===== config.mk =====
export PLATFORM = sky130hd
export DESIGN_NAME = umd_top
export DESIGN_NICKNAME = d
export VERILOG_FILES = /design/src/umd_pkg.sv /design/src/umd_sync2.sv /design/src/umd_buf2.sv /design/src/umd_top.sv
export VERILOG_INCLUDE_DIRS = /design/src
export SDC_FILE = /design/constraint.sdc
export NUM_CORES = 1
export LEC_CHECK = 0
export BUFFER_PORTS_ARGS = -buffer_cell sky130_fd_sc_hd__buf_4
export CAP_MARGIN = 5
export CORE_ASPECT_RATIO = 1.75
export CORE_MARGIN = 8
export CORE_UTILIZATION = 45
export DETAILED_ROUTE_END_ITERATION = 8
export PLACE_DENSITY = 0.63
export SETUP_SLACK_MARGIN = 0.02
export SYNTH_ARGS = -nofsm -noshare
export SYNTH_HDL_FRONTEND = slang
export SYNTH_SLANG_ARGS = --single-unit

===== constraint.sdc =====
create_clock -name clk_sys -period 3.7 [get_ports clk_sys]
set_input_delay 0 -clock clk_sys [delete_from_list [all_inputs] [get_ports clk_sys]]
set_output_delay 0 -clock clk_sys [all_outputs]
set_load 0.03 [all_outputs]

===== src/umd_map.svh =====
// Register map, field positions, reset values and timing counts
`ifndef UMD_MAP_SVH
`define UMD_MAP_SVH

// =============================================================
// Register indices (byte address = 4 * index, channel at bit 5)
`define UMD_REG_DATA 3'h0
`define UMD_REG_MODEM_CTRL 3'h1
`define UMD_REG_LINE_CTRL 3'h2
`define UMD_REG_FEATURE 3'h3
`define UMD_REG_IRQ_EN 3'h4
`define UMD_REG_STATUS 3'h5
`define UMD_REG_MODEM_STATUS 3'h6
`define UMD_REG_DIVISOR 3'h7
`define UMD_CH_LSB 5

// =============================================================
// Field positions
`define UMD_MC_DTR 0
`define UMD_MC_RTS 1
`define UMD_MC_OUT2 3
`define UMD_MC_IRMODE 6
`define UMD_LC_STOP2 2
`define UMD_LC_PAR_EN 3
`define UMD_LC_PAR_EVEN 4
`define UMD_FE_AUTO_RTS 6
`define UMD_FE_AUTO_CTS 7
`define UMD_IE_RX 0
`define UMD_IE_TX 1
`define UMD_IE_CTS 7
`define UMD_ST_RX_VALID 0
`define UMD_ST_OVERRUN 1
`define UMD_ST_PAR_ERR 2
`define UMD_ST_FRAME_ERR 3
`define UMD_ST_TX_READY 5
`define UMD_ST_TX_IDLE 6
`define UMD_MS_CTS 4
`define UMD_MS_DSR 5
`define UMD_MS_RI 6
`define UMD_MS_CD 7

// =============================================================
// Reset values
`define UMD_MC_RESET 8'h00
`define UMD_LC_RESET 8'h00
`define UMD_FE_RESET 8'h00
`define UMD_IE_RESET 8'h00
`define UMD_DIV_RESET 16'h0036

// =============================================================
// Timing
`define UMD_CLK_NS 10
`define UMD_RESET_MIN_NS 40
`define UMD_RESET_MIN_CYC \
  ((`UMD_RESET_MIN_NS + `UMD_CLK_NS - 1) / `UMD_CLK_NS)
`define UMD_OVS_LAST 4'hF
`define UMD_OVS_MID 4'h7

`endif


===== src/umd_pkg.sv =====
// Types shared by the serial channel logic
package umd_pkg;
  typedef enum logic [4:0] {
    UMD_TX_IDLE  = 5'b00001,
    UMD_TX_START = 5'b00010,
    UMD_TX_DATA  = 5'b00100,
    UMD_TX_PAR   = 5'b01000,
    UMD_TX_STOP  = 5'b10000
  } umd_tx_state_t;
  typedef enum logic [4:0] {
    UMD_RX_IDLE  = 5'b00001,
    UMD_RX_START = 5'b00010,
    UMD_RX_DATA  = 5'b00100,
    UMD_RX_PAR   = 5'b01000,
    UMD_RX_STOP  = 5'b10000
  } umd_rx_state_t;
endpackage


===== src/umd_sync2.sv =====
// Two-stage synchroniser for a group of level inputs
`timescale 1ns/100ps
module umd_sync2 #(
  parameter int W = 1,
  parameter logic [W-1:0] RST_VAL = '1
) (
  input wire logic clk_sys,
  input wire logic resetn,
  input wire logic [W-1:0] d,
  output logic [W-1:0] q
);
  logic [W-1:0] meta;
  always_ff @(posedge clk_sys or negedge resetn) begin
    if (!resetn) begin
      meta <= RST_VAL;
      q <= RST_VAL;
    end else begin
      meta <= d;
      q <= meta;
    end
  end
endmodule


===== src/umd_buf2.sv =====
// Two-entry buffer with valid and ready on both sides
`timescale 1ns/100ps
module umd_buf2 #(
  parameter int W = 8
) (
  input wire logic clk_sys,
  input wire logic resetn,
  input wire logic in_valid,
  output logic in_ready,
  input wire logic [W-1:0] in_data,
  output logic out_valid,
  input wire logic out_ready,
  output logic [W-1:0] out_data
);
  logic [W-1:0] d1;
  logic v1;
  logic push;
  logic pop;

  assign in_ready = ~v1;
  assign push = in_valid & ~v1;
  assign pop = out_valid & out_ready;

  always_ff @(posedge clk_sys or negedge resetn) begin
    if (!resetn) begin
      out_data <= '0;
      out_valid <= 1'b0;
      d1 <= '0;
      v1 <= 1'b0;
    end else if (pop) begin
      out_data <= v1 ? d1 : in_data;
      out_valid <= v1 | push;
      v1 <= 1'b0;
    end else if (push) begin
      if (!out_valid) begin
        out_data <= in_data;
        out_valid <= 1'b1;
      end else begin
        d1 <= in_data;
        v1 <= 1'b1;
      end
    end
  end
endmodule


===== src/umd_top.sv =====
// Multi-channel serial transceiver with modem pins and APB registers
`timescale 1ns/100ps
`include "umd_map.svh"

// What this block does
// - Request-to-send output driven low from modem control bit 1.
// - Clear-to-send input readable; pauses transmit under auto flow bit 7.
// - Terminal-ready output low level set by software.
// - Set-ready, carrier and ring inputs are read-only, no other effect.
// - Modem bit 3 set drives irq pin and pulls user output low.
// - Reset held at least 40 ns returns all registers and outputs.
// - During reset transmit line stays high and receive line ignored.
// - Each byte framed with start bit, data bits and stop bits.
// - Optional parity bit sent, checked on receive, mismatch flagged.
// - Receiver locks to each start bit and rebuilds parallel bytes.
// - Timing clock from oscillator input, buffered copy driven out.
// - Standard mode transmit line idles high, also during reset.
module umd_top
  import umd_pkg::*;
#(
  parameter int NUM_CH = 2,
  parameter int DATA_W = 8
) (
  input wire logic clk_sys,
  input wire logic resetn,
  output logic osc_out,
  input wire logic psel,
  input wire logic penable,
  input wire logic pwrite,
  input wire logic [7:0] paddr,
  input wire logic [31:0] pwdata,
  output logic [31:0] prdata,
  output logic pready,
  output logic pslverr,
  output logic [NUM_CH-1:0] serial_tx_out,
  input wire logic [NUM_CH-1:0] serial_rx_in,
  output logic [NUM_CH-1:0] request_to_send_out_n,
  input wire logic [NUM_CH-1:0] clear_to_send_in_n,
  output logic [NUM_CH-1:0] terminal_ready_out_n,
  input wire logic [NUM_CH-1:0] set_ready_in_n,
  input wire logic [NUM_CH-1:0] carrier_detect_in_n,
  input wire logic [NUM_CH-1:0] ring_indicator_in_n,
  output logic [NUM_CH-1:0] user_output_two_n,
  output logic [NUM_CH-1:0] channel_irq_out,
  output logic [NUM_CH-1:0] channel_irq_oe
);
  localparam int CH_W = (NUM_CH > 1) ? $clog2(NUM_CH) : 1;
  localparam int RESET_MIN_CYC = `UMD_RESET_MIN_CYC;

  // ===========================================================
  // Clock buffer
  assign osc_out = clk_sys;

  // ===========================================================
  // APB decode
  logic addr_ok;
  logic [2:0] reg_idx;
  logic [CH_W-1:0] ch_sel;
  logic setup_ph;
  logic wr_done;
  logic rd_done;
  logic data_wr_req;
  logic rd_took;
  logic [NUM_CH-1:0] tx_in_ready;
  logic [NUM_CH-1:0] rx_head_valid;
  logic [31:0] ch_rd [NUM_CH];

  assign reg_idx = paddr[4:2];
  assign ch_sel = paddr[`UMD_CH_LSB +: CH_W];
  assign addr_ok = (paddr[1:0] == 2'h0) &&
                   (32'(paddr[7:`UMD_CH_LSB]) < NUM_CH);
  assign setup_ph = psel & ~penable;
  assign data_wr_req = psel & penable & pwrite & addr_ok &
                       (reg_idx == `UMD_REG_DATA);
  // Writes to a full transmit buffer wait here
  assign pready = penable & ~(data_wr_req & ~tx_in_ready[ch_sel]);
  assign wr_done = psel & penable & pready & pwrite;
  assign rd_done = psel & penable & pready & ~pwrite;

  always_ff @(posedge clk_sys or negedge resetn) begin
    if (!resetn) begin
      prdata <= 32'h0000_0000;
      pslverr <= 1'b0;
      rd_took <= 1'b0;
    end else if (setup_ph) begin
      pslverr <= ~addr_ok;
      if (addr_ok && !pwrite) begin
        prdata <= ch_rd[ch_sel];
        rd_took <= rx_head_valid[ch_sel];
      end else begin
        prdata <= 32'h0000_0000;
        rd_took <= 1'b0;
      end
    end
  end

  // ===========================================================
  // Channels
  genvar g;
  generate
    for (g = 0; g < NUM_CH; g++) begin : g_ch
      logic sel;
      logic [7:0] modem_control;
      logic [7:0] line_ctrl;
      logic [7:0] enhanced_feature_control;
      logic [7:0] irq_enable;
      logic [15:0] divisor;
      logic [15:0] div_cnt;
      logic tick;
      logic rxd;
      logic cts_n;
      logic dsr_n;
      logic cd_n;
      logic ri_n;
      logic cts_block;
      logic flag_over;
      logic flag_par;
      logic flag_frame;
      logic set_over;
      logic set_par;
      logic set_frame;
      logic [7:0] clr;
      logic txb_valid;
      logic txb_pop;
      logic [DATA_W-1:0] txb_data;
      logic rxb_push;
      logic rxb_ready;
      logic rxb_valid;
      logic rxb_pop;
      logic [DATA_W-1:0] rxb_data;
      logic [DATA_W-1:0] rx_word;
      umd_tx_state_t tx_st;
      umd_rx_state_t rx_st;
      logic [3:0] tx_cnt;
      logic [2:0] tx_bit;
      logic [DATA_W-1:0] tx_shift;
      logic tx_par;
      logic [3:0] rx_cnt;
      logic [2:0] rx_bit;
      logic [DATA_W-1:0] rx_shift;
      logic rx_par;

      assign sel = addr_ok && (ch_sel == CH_W'(g));
      assign clr = (wr_done && sel && reg_idx == `UMD_REG_STATUS) ?
                   pwdata[7:0] : 8'h00;

      // Inputs through two flip-flops; idle and deasserted at reset
      umd_sync2 #(.W(5), .RST_VAL(5'h1F)) u_sync (
        .clk_sys(clk_sys),
        .resetn(resetn),
        .d({serial_rx_in[g], clear_to_send_in_n[g], set_ready_in_n[g],
            carrier_detect_in_n[g], ring_indicator_in_n[g]}),
        .q({rxd, cts_n, dsr_n, cd_n, ri_n})
      );

      // =======================================================
      // Registers
      always_ff @(posedge clk_sys or negedge resetn) begin
        if (!resetn) begin
          modem_control <= `UMD_MC_RESET;
          line_ctrl <= `UMD_LC_RESET;
          enhanced_feature_control <= `UMD_FE_RESET;
          irq_enable <= `UMD_IE_RESET;
          divisor <= `UMD_DIV_RESET;
        end else if (wr_done && sel) begin
          if (reg_idx == `UMD_REG_MODEM_CTRL) begin
            modem_control <= pwdata[7:0];
          end else if (reg_idx == `UMD_REG_LINE_CTRL) begin
            line_ctrl <= pwdata[7:0];
          end else if (reg_idx == `UMD_REG_FEATURE) begin
            enhanced_feature_control <= pwdata[7:0];
          end else if (reg_idx == `UMD_REG_IRQ_EN) begin
            irq_enable <= pwdata[7:0];
          end else if (reg_idx == `UMD_REG_DIVISOR) begin
            divisor <= pwdata[15:0];
          end
        end
      end

      // Sticky error flags; a new event wins over a clear
      always_ff @(posedge clk_sys or negedge resetn) begin
        if (!resetn) begin
          flag_over <= 1'b0;
          flag_par <= 1'b0;
          flag_frame <= 1'b0;
        end else begin
          flag_over <= set_over | (flag_over & ~clr[`UMD_ST_OVERRUN]);
          flag_par <= set_par | (flag_par & ~clr[`UMD_ST_PAR_ERR]);
          flag_frame <= set_frame |
                        (flag_frame & ~clr[`UMD_ST_FRAME_ERR]);
        end
      end

      // Read view; set-ready, carrier and ring inputs are only observed here
      always_comb begin
        ch_rd[g] = 32'h0000_0000;
        if (reg_idx == `UMD_REG_DATA) begin
          ch_rd[g][DATA_W-1:0] = rxb_data;
        end else if (reg_idx == `UMD_REG_MODEM_CTRL) begin
          ch_rd[g][7:0] = modem_control;
        end else if (reg_idx == `UMD_REG_LINE_CTRL) begin
          ch_rd[g][7:0] = line_ctrl;
        end else if (reg_idx == `UMD_REG_FEATURE) begin
          ch_rd[g][7:0] = enhanced_feature_control;
        end else if (reg_idx == `UMD_REG_IRQ_EN) begin
          ch_rd[g][7:0] = irq_enable;
        end else if (reg_idx == `UMD_REG_STATUS) begin
          ch_rd[g][`UMD_ST_RX_VALID] = rxb_valid;
          ch_rd[g][`UMD_ST_OVERRUN] = flag_over;
          ch_rd[g][`UMD_ST_PAR_ERR] = flag_par;
          ch_rd[g][`UMD_ST_FRAME_ERR] = flag_frame;
          ch_rd[g][`UMD_ST_TX_READY] = tx_in_ready[g];
          ch_rd[g][`UMD_ST_TX_IDLE] = (tx_st == UMD_TX_IDLE) & ~txb_valid;
        end else if (reg_idx == `UMD_REG_MODEM_STATUS) begin
          ch_rd[g][`UMD_MS_CTS] = ~cts_n;
          ch_rd[g][`UMD_MS_DSR] = ~dsr_n;
          ch_rd[g][`UMD_MS_RI] = ~ri_n;
          ch_rd[g][`UMD_MS_CD] = ~cd_n;
        end else begin
          ch_rd[g][15:0] = divisor;
        end
      end

      // =======================================================
      // Oversampling enable, sixteen per bit
      assign tick = ({1'b0, div_cnt} + 17'h0_0001) >= {1'b0, divisor};
      always_ff @(posedge clk_sys or negedge resetn) begin
        if (!resetn) begin
          div_cnt <= 16'h0000;
        end else begin
          div_cnt <= tick ? 16'h0000 : div_cnt + 16'h0001;
        end
      end

      // =======================================================
      // Transmit path
      umd_buf2 #(.W(DATA_W)) u_txb (
        .clk_sys(clk_sys),
        .resetn(resetn),
        .in_valid(data_wr_req & sel),
        .in_ready(tx_in_ready[g]),
        .in_data(pwdata[DATA_W-1:0]),
        .out_valid(txb_valid),
        .out_ready(txb_pop),
        .out_data(txb_data)
      );

      assign cts_block = enhanced_feature_control[`UMD_FE_AUTO_CTS] &
                         cts_n;
      assign txb_pop = (tx_st == UMD_TX_IDLE) & txb_valid & ~cts_block;

      always_ff @(posedge clk_sys or negedge resetn) begin
        if (!resetn) begin
          tx_st <= UMD_TX_IDLE;
          tx_cnt <= 4'h0;
          tx_bit <= 3'h0;
          tx_shift <= '0;
          tx_par <= 1'b0;
          serial_tx_out[g] <= 1'b1;
        end else begin
          case (tx_st)
            UMD_TX_IDLE: begin
              serial_tx_out[g] <= 1'b1;
              tx_cnt <= 4'h0;
              if (txb_pop) begin
                tx_shift <= txb_data;
                tx_par <= line_ctrl[`UMD_LC_PAR_EVEN] ? ^txb_data :
                          ~^txb_data;
                serial_tx_out[g] <= 1'b0;
                tx_st <= UMD_TX_START;
              end
            end
            UMD_TX_START: begin
              if (tick) begin
                tx_cnt <= tx_cnt + 4'h1;
                if (tx_cnt == `UMD_OVS_LAST) begin
                  serial_tx_out[g] <= tx_shift[0];
                  tx_bit <= 3'h0;
                  tx_st <= UMD_TX_DATA;
                end
              end
            end
            UMD_TX_DATA: begin
              if (tick) begin
                tx_cnt <= tx_cnt + 4'h1;
                if (tx_cnt == `UMD_OVS_LAST) begin
                  tx_bit <= tx_bit + 3'h1;
                  tx_shift <= tx_shift >> 1;
                  if (tx_bit == 3'(DATA_W - 1)) begin
                    tx_bit <= 3'h0;
                    if (line_ctrl[`UMD_LC_PAR_EN]) begin
                      serial_tx_out[g] <= tx_par;
                      tx_st <= UMD_TX_PAR;
                    end else begin
                      serial_tx_out[g] <= 1'b1;
                      tx_st <= UMD_TX_STOP;
                    end
                  end else begin
                    serial_tx_out[g] <= tx_shift[1];
                  end
                end
              end
            end
            UMD_TX_PAR: begin
              if (tick) begin
                tx_cnt <= tx_cnt + 4'h1;
                if (tx_cnt == `UMD_OVS_LAST) begin
                  serial_tx_out[g] <= 1'b1;
                  tx_st <= UMD_TX_STOP;
                end
              end
            end
            UMD_TX_STOP: begin
              if (tick) begin
                tx_cnt <= tx_cnt + 4'h1;
                if (tx_cnt == `UMD_OVS_LAST) begin
                  tx_bit <= tx_bit + 3'h1;
                  if (tx_bit == {2'b00, line_ctrl[`UMD_LC_STOP2]}) begin
                    tx_st <= UMD_TX_IDLE;
                  end
                end
              end
            end
            default: tx_st <= UMD_TX_IDLE;
          endcase
        end
      end

      // =======================================================
      // Receive path
      assign rx_word = rx_shift;
      assign rxb_pop = rd_done & sel & rd_took &
                       (reg_idx == `UMD_REG_DATA);
      assign rx_head_valid[g] = rxb_valid;

      umd_buf2 #(.W(DATA_W)) u_rxb (
        .clk_sys(clk_sys),
        .resetn(resetn),
        .in_valid(rxb_push),
        .in_ready(rxb_ready),
        .in_data(rx_word),
        .out_valid(rxb_valid),
        .out_ready(rxb_pop),
        .out_data(rxb_data)
      );

      always_ff @(posedge clk_sys or negedge resetn) begin
        if (!resetn) begin
          rx_st <= UMD_RX_IDLE;
          rx_cnt <= 4'h0;
          rx_bit <= 3'h0;
          rx_shift <= '0;
          rx_par <= 1'b0;
          rxb_push <= 1'b0;
          set_over <= 1'b0;
          set_par <= 1'b0;
          set_frame <= 1'b0;
        end else begin
          rxb_push <= 1'b0;
          set_over <= 1'b0;
          set_par <= 1'b0;
          set_frame <= 1'b0;
          case (rx_st)
            UMD_RX_IDLE: begin
              rx_cnt <= 4'h0;
              if (!rxd) begin
                rx_st <= UMD_RX_START;
              end
            end
            UMD_RX_START: begin
              if (tick) begin
                rx_cnt <= rx_cnt + 4'h1;
                if (rx_cnt == `UMD_OVS_MID) begin
                  // Re-check mid start bit to reject glitches
                  rx_cnt <= 4'h0;
                  rx_bit <= 3'h0;
                  rx_par <= line_ctrl[`UMD_LC_PAR_EVEN] ? 1'b0 : 1'b1;
                  rx_st <= rxd ? UMD_RX_IDLE : UMD_RX_DATA;
                end
              end
            end
            UMD_RX_DATA: begin
              if (tick) begin
                rx_cnt <= rx_cnt + 4'h1;
                if (rx_cnt == `UMD_OVS_LAST) begin
                  rx_shift <= {rxd, rx_shift[DATA_W-1:1]};
                  rx_par <= rx_par ^ rxd;
                  rx_bit <= rx_bit + 3'h1;
                  if (rx_bit == 3'(DATA_W - 1)) begin
                    rx_st <= line_ctrl[`UMD_LC_PAR_EN] ? UMD_RX_PAR :
                             UMD_RX_STOP;
                  end
                end
              end
            end
            UMD_RX_PAR: begin
              if (tick) begin
                rx_cnt <= rx_cnt + 4'h1;
                if (rx_cnt == `UMD_OVS_LAST) begin
                  set_par <= rx_par ^ rxd;
                  rx_st <= UMD_RX_STOP;
                end
              end
            end
            UMD_RX_STOP: begin
              if (tick) begin
                rx_cnt <= rx_cnt + 4'h1;
                if (rx_cnt == `UMD_OVS_LAST) begin
                  set_frame <= ~rxd;
                  rxb_push <= rxb_ready;
                  set_over <= ~rxb_ready;
                  rx_st <= UMD_RX_IDLE;
                end
              end
            end
            default: rx_st <= UMD_RX_IDLE;
          endcase
        end
      end

      // =======================================================
      // Modem outputs and interrupt pin
      always_ff @(posedge clk_sys or negedge resetn) begin
        if (!resetn) begin
          request_to_send_out_n[g] <= 1'b1;
          terminal_ready_out_n[g] <= 1'b1;
          user_output_two_n[g] <= 1'b1;
          channel_irq_oe[g] <= 1'b0;
          channel_irq_out[g] <= 1'b0;
        end else begin
          // Auto flow drops the request while receive buffer is full
          request_to_send_out_n[g] <= ~(modem_control[`UMD_MC_RTS] &
            (~enhanced_feature_control[`UMD_FE_AUTO_RTS] |
             rxb_ready));
          terminal_ready_out_n[g] <= ~modem_control[`UMD_MC_DTR];
          user_output_two_n[g] <= ~modem_control[`UMD_MC_OUT2];
          channel_irq_oe[g] <= modem_control[`UMD_MC_OUT2];
          channel_irq_out[g] <= modem_control[`UMD_MC_OUT2] &
            ((irq_enable[`UMD_IE_RX] & rxb_valid) |
             (irq_enable[`UMD_IE_TX] & tx_in_ready[g]) |
             (irq_enable[`UMD_IE_CTS] & cts_block));
        end
      end
    end
  endgenerate
endmodule


# Word level (Yosys, flattened, before mapping)
# Index checks and enable logic that the tools add are counted.
[op_classes]
add_sub_neg = 12
n_lt_le_gt_ge = 5
eq_ne = 89
n_mux = 237
bitwise = 115
n_reduce_logical = 81
[ops]
columns = ["operator", "count"]
rows = [
  ["8-bit 2-to-1 mux", 44],
  ["5-bit 2-to-1 mux", 44],
  ["5-bit case mux with 5 select lines", 4],
  ["32-bit 2-to-1 mux", 3],
  ["2-bit != test, second input constant", 44],
  ["1-bit 2-to-1 mux", 81],
  ["3-bit 2-to-1 mux", 24],
  ["4-bit 2-to-1 mux", 16],
  ["1-bit bitwise AND", 50],
  ["16-bit 2-to-1 mux", 3],
  ["1-bit inverter", 46],
  ["16-bit by 1-bit adder with 17-bit output, second input constant", 2],
  ["17-bit by 16-bit greater-or-equal comparator with 1-bit output", 2],
  ["16-bit by 1-bit adder with 16-bit output, second input constant", 2],
  ["8-bit case mux with 2 select lines", 2],
  ["3-bit AND reduction", 10],
  ["2-bit AND reduction", 14],
  ["7-bit AND reduction", 4],
  ["2-bit nonzero test", 14],
  ["3-bit == test, second input constant", 8],
  ["4-bit case mux with 3 select lines", 2],
  ["11-bit AND reduction", 2],
  ["5-bit by 1-bit == test with 1-bit output, second input constant", 4],
  ["5-bit by 2-bit == test with 1-bit output, second input constant", 4],
  ["other kinds (38)", 110],
]
[totals]
regBits = 364
elab_cells = 620

# Longest topological paths before layout
# Gate-level depths: netlist of run 1.
[depth]
word_depth = 15
ltp_mapped = 16
ltp_nobuf = 14

# Cells and area by module
# Synthesis of run 1 repeated with hierarchy kept, for this count alone.
[unflattened]
hier_cells = 1659
hier_area_um2 = 17909.7
[by_module_without_submodules]
columns = ["module", "instances", "cells_each", "area_each_um2"]
rows = [
  ["umd_top", 1, 1415, 14281.2],
  ["umd_buf2", 4, 56, 775.7],
  ["umd_sync2", 2, 10, 262.8],
]

==> results of run 1 <==
-- power by group --
part           switching, W  total, W  internal, W
Sequential         0.000296   0.00444      0.00414
Clock               0.00156   0.00403      0.00247
Combinational       0.00114   0.00202     0.000888
-- routing by layer --
metal  track usage (%)  share of wire (%)  up-vias
li1                  -                  -     5860
met5                 0                  0        -
met4              11.6                5.2        0
met3              2.24                2.8      121
met2              35.8                 55      268
met1              21.1                 37     6211
-- critical path, delay by kind of cell, from the launching register on --
kind / cells / cell delay [ps]
DFF: 1 / 390
adders and majority gates: 2 / 500
AOI/OAI and AO/OA: 1 / 230
xor gates and xnor gates: 1 / 160
muxes: 1 / 320
buffers and inverters: 3 / 510
and+or+nand+nor: 7 / 1320
-- logic make-up after synthesis --
logic type	Yosys count	synth area share, %
compound gates	317	12.2
xor+xnor	53	2.70
fa+ha+maj	46	3.35
buf+inv	159	3.99
flops	348	51.0
mux	208	13.7
other cells	1	0.0218
simple gates	462	13.0
-- worst max-delay path by stage --
stage                                to  depth (start not counted)
global route        g_ch[0].rx_shift[3]                         15
global placement      g_ch[1].tx_cnt[3]                         16
finish              g_ch[0].rx_shift[5]                         15
detailed placement     g_ch[0].rx_st[4]                         14
CTS                 g_ch[0].rx_shift[0]                         15
floorplan           g_ch[0].rx_shift[0]                         12
-- layout by cell type, fill, tap and decap left out, types with 22 or more instances in the layout --
| cell | Yosys | layout |
|---|---|---|
| inv_1 | 68 | 68 |
| mux2i_1 | 60 | 60 |
| nor2_1 | 86 | 80 |
| dfrtp_1 | 308 | 308 |
| clkbuf_16 | 0 | 41 |
| buf_4 | 18 | 106 |
| dfstp_2 | 40 | 40 |
| mux2_2 | 130 | 130 |
| xnor2_1 | 34 | 32 |
| nor2b_1 | 22 | 22 |
| ha_1 | 46 | 44 |
| a21oi_1 | 52 | 52 |
| nand2_1 | 170 | 167 |
| o21ai_0 | 95 | 95 |
| dlygate4sd3_1 | 0 | 46 |
| nand3_1 | 49 | 47 |
-- repair_timing --
action	in CTS	in global routing
hold buffers	46	0
setup buffers	0	12
pin swaps	0	14
gates resized for setup	3	22
endpoints found under the setup margin	6	79
hold endpoints to repair	435	0
cloned	0	1
-- final cells by class --
| cell class | instances | area, µm² | share of cell area (%) |
|---|---|---|---|
| Clock buffer | 56 | 1130 | 5.61 |
| Inverter | 68 | 255 | 1.26 |
| Timing Repair Buffer | 159 | 1400 | 6.90 |
| Antenna cell | 2 | 5.00 | 0.0247 |
| Sequential cell | 348 | 8760 | 43.3 |
| Tap cell | 480 | 601 | 2.97 |
| Multi-Input combinational cell | 1102 | 7910 | 39.1 |
| Clock inverter | 10 | 178 | 0.878 |
-- metrics by stage --
step / worst slack (ps) / cells
after global placement: 58.0 / 2099
after global routing: -25.5 / 2223
after floorplan: 294 / 1609
after CTS: 25.9 / 2210
after detailed placement: 18.0 / 2099
final: 137 / 2225
==> metrics.txt, run 1 <==
max incr delay on CP 560 ps; Filler Cell Count 3299; crit share post-route 96.3%; clk_lat worst skew 640 ps; largest registers g_ch.div_cnt (32), g_ch.divisor (32); Startpoint Class flop; Worst-Margin Slew 1130 ps; Synth Warn # 0; DR vias 12460; critical path arrival 4080 ps; core area 37600 µm²; cell leakage power 9.76 nW; Final TNS setup 0 ps; first-pass GRT wire length 69200 µm; GRT Util Overall 19.5%; Area Overhead vs Synth 17.8%; GP Congestion 0.875; Tmin final 3560 ps; # nets final 1818; crit path max-delay cell type or4_4; vias in the first global route 12794; Yosys cell types 75; main flop type after synthesis dfrtp_1; hold crit path type input pin to flop; fraction of layout cells with a size suffix above 1 22.8%; sequence of cells on the critical path ha_2 > nand2_1 > nor4_2 > buf_4 > nand2_2 > xnor2_2 > ha_1 > nand4_1 > or4_4 > o2111ai_4 > buf_12 > nand2_4 > nor2_4 > clkbuf_16 > mux2_2; largest net degree at the start of global routing 77; TritonCTS clock tree built; crit end category flop; hold slack 21.9 ps; final hold viol count 0; utilization after layout 53.8%; worst-case clock skew 19.0 ps; Die W 164 µm; R2R cell count 15; maxcap violations 0; Hold Crit Start carrier_detect_in_n[0]; drt drc 0; register area share after synthesis 51.0%; hold endpoint g_ch[0].u_sync.meta[1]; Worst EP required 4210 ps; Pwr Density 518 nW/µm²; CP startpoint g_ch[0].div_cnt[0]; Synth Register Bits 348; Congestion Overflow GR 0; # rows 94; Die H 274 µm; top cell type's share of synthesized area 44.9%; Routed Antenna Nets 0; status finished, final reports clean; Peak supply drop 0.000462 V; DR WL/cell 19.6 µm; I/O Pins 102; First-pass DRT Iterations 5; Post-synth EDFFs 0; CP Max Fanout 7; syn avg cell area 10.8 µm²; Vias/cell 5.60; Syn Std Cell Area 17200 µm²; Final Routed Wirelength 43600 µm; dominant cell type by area after synthesis dfrtp_1; Die ar. 44900 µm²; Post-synth top cells dfrtp_1 (308), nand2_1 (170), mux2_2 (130); Starting Density 45.6%; Crit Path Category flop to flop; R2R Setup Slk 140 ps; input/output buffers 69; Clock Pin Slew Worst Setup and Hold Paths 60 ps; Reg2Reg Capture Point g_ch[0].rx_shift[5]; placement-stage cell area 18200 µm²; RR Startpoint g_ch[0].div_cnt[0]; Layout Cell Area excl Fill 20200 µm²; hold path depth 2; setup violators final 0; Pins Over Slew Limit 0; fmax 281 MHz; count leader, synth dfrtp_1; Pwr Total 0.0105 W; Syn Inst Count 1594; Synth async-reset ratio 100%; top post-synthesis cells by area dfrtp_1 (45%), mux2_2 (8.5%), dfstp_2 (6.1%), nand2_1 (3.7%), mux2i_1 (3.5%); DP HPWL 30500 µm; Slew headroom 24.2%; antenna violations before repair 0; drt initial violations 640
No activity file was read; power rests on OpenSTA's default activity.
==> run 2: changes to the inputs <==
- BUFFER_PORTS_ARGS: -buffer_cell sky130_fd_sc_hd__buf_4 -> -buffer_cell sky130_fd_sc_hd__buf_2
==> run 2 against run 1 <==
Power down 1.6%. Count of clock-buffer cells in the layout increased by 2. Critical path depth unchanged. Highest routed layer unchanged. Setup slack gained 53 ps. First-iteration DRC count down 2.2%. Core utilization fell by 0.82 points.
==> metrics.txt, run 2 (synthesized netlist as in run 1, its figures left out) <==
status finished, final reports clean; RSZ-0062 raised after global routing yes; largest net degree at the start of global routing 116; crit share post-route 94.9%; input/output buffers 69; core area 37600 µm²; GP Congestion 0.883; R2R cell count 15; max incr delay on CP 540 ps; Die ar. 44900 µm²; GRT Util Overall 19.6%; crit path max-delay cell type or4_4; First-pass DRT Iterations 7; WP buf/inv 4; hold path depth 2; sequence of cells on the critical path buf_4 > nand3_1 > nor4_2 > buf_4 > nand4_1 > xnor2_1 > ha_1 > nand3_1 > or4_4 > o2111ai_4 > buf_12 > nand2_1 > nor2_2 > buf_12 > mux2_2; most frequent cells in the layout dfrtp_1 (308), nand2_1 (167), mux2_2 (130); Tmin final 3510 ps; drt initial violations 626; largest registers g_ch.div_cnt (32), g_ch.divisor (32); Pins Over Slew Limit 0; Peak supply drop 0.000335 V; Die H 274 µm; R2R Setup Slk 190 ps; dpl cells 2100; Slew headroom 26.9%; worst setup margin 190 ps; # rows 94; final instance count without filler cells 2222; Net Sw Frac 28.8%; Crit Path Category flop to flop; internal cell power 0.00735 W; I/O Pins 102; n_diodes 0; Worst EP required 4220 ps; logic gate share of total power 19.7%; drt drc 0; fraction of layout cells with a size suffix above 1 22.3%; Area Overhead vs Synth 16.1%; worst-case clock skew 19.0 ps; Clock Pin Slew Worst Setup and Hold Paths 60 ps; Routed Antenna Nets 0; Filler Cell Count 3340; Vias/cell 5.66; # nets final 1817; commonest non-fill, non-tap cell in the layout dfrtp_1; DR WL/cell 19.5 µm; setup violators final 0; first-pass GRT wire length 68900 µm; Congestion Overflow GR 0; Placement Setup Slack 92.8 ps; TritonCTS clock tree built; final hold viol count 0; DP HPWL 30400 µm; fmax 285 MHz; Worst-Margin Slew 1090 ps; cell leakage power 9.61 nW; DR vias 12573; antenna violations before repair 0; vias in the first global route 12914; clock share of power 37.3%; maxcap violations 0; Starting Density 45.6%; Startpoint Class flop; hold crit path type input pin to flop; crit end category flop; Die W 164 µm; clk_lat worst skew 640 ps; crit-path leading delay family simple AND/OR/NAND/NOR gates; CP Max Fanout 9; Final Routed Wirelength 43400 µm; critical path arrival 4030 ps; Flop pwr share 43.0%; Final TNS setup 0 ps; Critical Path Stages 15; Pwr Total 0.0103 W; NetSw 0.00298 W; Pwr Density 518 nW/µm²
-- run 2: cell types whose count changed in the layout (fill, tap and decap cells not counted), sizes merged --
cell | before | now
dlygate4sd3 | 46 | 45
clkinvlp | 1 | 0
diode | 2 | 0
bufinv | 5 | 4
clkbuf | 57 | 58
inv | 68 | 69
-- run 2: timing repair --
action	in CTS	in global routing
endpoints found under the setup margin	0	62
resized for setup	0	21
endpoints found under the hold margin	248	0
buffers inserted	0	9
hold buffers	46	0
-- run 2: cell type report --
| class | count | area [µm²] | share of cell area (%) |
|---|---|---|---|
| sequential | 348 | 8760 | 43.9 |
| multi-input combinational | 1102 | 7870 | 39.5 |
| timing repair buffer | 157 | 1200 | 6.03 |
| clock buffer | 58 | 1090 | 5.47 |
| tap | 480 | 601 | 3.01 |
| inverter | 68 | 255 | 1.28 |
| clock inverter | 9 | 151 | 0.760 |
-- run 2: per-stage QoR --
step,area [µm²],utilization (%),hold WS (ps)
floorplan,17200,-,-296
global placement,18100,48.0,54.1
detailed placement,18100,48.0,61.6
CTS,19800,52.5,0.428
global route,19900,53.0,11.2
finish,19900,53.0,5.96
-- run 2: per-layer routing --
| metal | share of wire, % | global-route usage, % | vias up |
|---|---|---|---|
| met4 | 5.2 | 11.4 | 0 |
| met3 | 3.1 | 2.45 | 111 |
| met5 | 0 | 0 | - |
| met1 | 37 | 20.4 | 6307 |
| met2 | 55 | 36.6 | 278 |
| li1 | - | - | 5877 |
-- run 2: power groups by stage --
stage | clock network, W | registers [W] | logic (W)
6_report | 0.00386 | 0.00444 | 0.00203
5_1_grt | 0.00410 | 0.00448 | 0.00224
2_1_floorplan | 0.0000405 | 0.00441 | 0.00134
3_3_place_gp | 0.0000341 | 0.00449 | 0.00180
4_1_cts | 0.00395 | 0.00444 | 0.00190
3_5_place_dp | 0.0000341 | 0.00450 | 0.00184
-- run 2: final timing paths --
path / start / end
worst max-delay path: g_ch[0].div_cnt[2] / g_ch[0].rx_shift[3]
worst min-delay path: carrier_detect_in_n[1] / g_ch[1].u_sync.meta[1]
worst max register to register: g_ch[0].div_cnt[2] / g_ch[0].rx_shift[3]
worst min register to register: g_ch[0].u_sync.meta[4] / g_ch[0].u_sync.q[4]
max in group asynchronous: resetn / g_ch[0].div_cnt[1]
min in group asynchronous: resetn / g_ch[0].u_rxb.v1
==> run 3: changes to the inputs <==
- CORE_UTILIZATION: 45 -> 42
- PLACE_DENSITY: 0.63 -> 0.58
- RECOVER_POWER: default -> 50
- clock period: 3.7 -> 3.4 ns (I/O delays scaled with it)
==> run 3 against run 2 <==
The flow now finishes with violations (capacitance limit, slew limit). Via count grew 0.18%. Clock skew shrank 8.9 ps. First-iteration DRC count shrank 4.5%.
==> metrics.txt, run 3 (synthesized netlist as in run 1, its figures left out) <==
drt drc 0; TritonCTS clock tree built; crit end category flop; RSZ-0062 raised after global routing yes; Area Overhead vs Synth 21.1%; cell leakage power 10.0 nW; largest registers g_ch.div_cnt (32), g_ch.divisor (32); Filler Cell Count 3601; clk_lat worst skew 640 ps; crit share post-route 99.7%; setup violators final 0; critical path arrival 3920 ps; First-pass DRT Iterations 5; CP startpoint g_ch[0].div_cnt[7]; Placement Setup Slack -353 ps; Pwr Density 552 nW/µm²; first-pass GRT wire length 72400 µm; R2R cell count 15; GRT Util Overall 19.1%; footprint of the multi-input gates 8250 µm²; worst-case clock skew 10.0 ps; most frequent cells in the layout dfrtp_1 (308), nand2_1 (162), mux2_2 (121); Hold Crit Start paddr[7]; CP Max Fanout 6; hold crit path type input pin to flop; Worst setup endpoint g_ch[0].tx_st[1]; DR vias 12596; vias in the first global route 13202; input/output buffers 69; Slew headroom -93.9%; R2R Setup Slk 9 ps; fmax 295 MHz; largest net degree at the start of global routing 113; Startpoint Class flop; DR WL/cell 19.3 µm; GP Congestion 0.905; Clock Pin Slew Worst Setup and Hold Paths 60 ps; Congestion Overflow GR 0; I/O Pins 102; violated checks capacitance limit, slew limit; # rows 98; Starting Density 42.3%; maxcap violations 1; Vias/cell 5.37; status finished, violations left; commonest non-fill, non-tap cell in the layout dfrtp_1; core area 40600 µm²; Die ar. 47900 µm²; antenna violations before repair 1; worst setup margin 9.21 ps; Pins Over Slew Limit 111; drt initial violations 598; Worst-Margin Slew 2910 ps; final hold viol count 0; Reg2Reg Capture Point g_ch[0].tx_st[1]; Crit Path Category flop to flop; fraction of layout cells with a size suffix above 1 26.4%; Final TNS setup 0 ps; Final Routed Wirelength 45200 µm; Routed Antenna Nets 0; Die H 284 µm; DP HPWL 32100 µm; Peak supply drop 0.000653 V; FF+latch area 8760 µm²; RR Startpoint g_ch[0].div_cnt[7]; Tmin final 3390 ps; Worst EP required 3930 ps; Die W 169 µm; # nets final 1868
==> run 3: timing repair <==
item | 4_1_cts | 5_1_grt
cloned | 3 | 0
endpoints found under the setup margin | 81 | 81
pin swaps | 32 | 46
setup buffers | 12 | 14
hold endpoints to repair | 270 | 0
hold buffers | 43 | 0
resized for setup | 47 | 72
==> run 3: worst max-delay path, stage by stage, from the launching register on <==
cell and delay, ps:
dfrtp_1 350, nand4_1 170, nor4_2 310, buf_4 170, nand4_1 120, xnor2_1 160, ha_1 320, nand3_2 80
or4_4 530, o2111ai_4 240, buf_12 170, buf_6 120, and2_4 140, a22oi_2 60, buf_4 170, a21o_1 170
==> run 3: where the power goes <==
| group | leakage (nW) | total [W] | switching, W | internal (W) |
|---|---|---|---|---|
| Combinational | 4.85 | 0.00244 | 0.00135 | 0.00109 |
| Clock | 0.617 | 0.00421 | 0.00166 | 0.00255 |
| Sequential | 4.54 | 0.00483 | 0.000323 | 0.00451 |
| Total | 10.0 | 0.0115 | 0.00333 | 0.00815 |
==> run 3: through the flow <==
step	instances	cell area (µm²)	utilization, %	hold WS (ps)	total power (W)
after detailed placement	2208	18400	45.4	106	0.00706
after floorplan	1609	17200	-	-296	0.00630
final	2344	20800	51.2	39.6	0.0115
after global routing	2344	20800	51.2	50.1	0.0120
after global placement	2208	18400	45.4	105	0.00702
after CTS	2332	20400	50.3	14.4	0.0115
==> run 3: metal layers <==
metal	global-route usage [%]	vias up	part of all wire (%)	routed length [µm]
met2	35.8	219	55	24700
met3	2.42	97	2.6	1180
met1	20.2	6312	38	17200
met4	10.3	0	4.9	2220
met5	0	-	0	0
li1	-	5968	-	-
==> run 3: cell type report <==
type	count	area share [%]
flip-flops and latches	348	42.1
inverters	68	1.23
repair buffers	206	7.63
clock buffers	58	5.34
clock inverters	9	0.698
well taps	550	3.31
diodes	1	0.0120
multi-input cells	1104	39.7
==> run 3: how the worst min path moves through the flow <==
stage / endpoint / slack [ps] / cells past startpoint
2_1_floorplan: channel_irq_oe[0] / -300 / 0
3_3_place_gp: g_ch[1].u_sync.meta[0] / 100 / 1
3_5_place_dp: g_ch[1].u_sync.meta[3] / 110 / 1
4_1_cts: pslverr / 10 / 3
5_1_grt: pslverr / 50 / 3
6_report: pslverr / 40 / 3
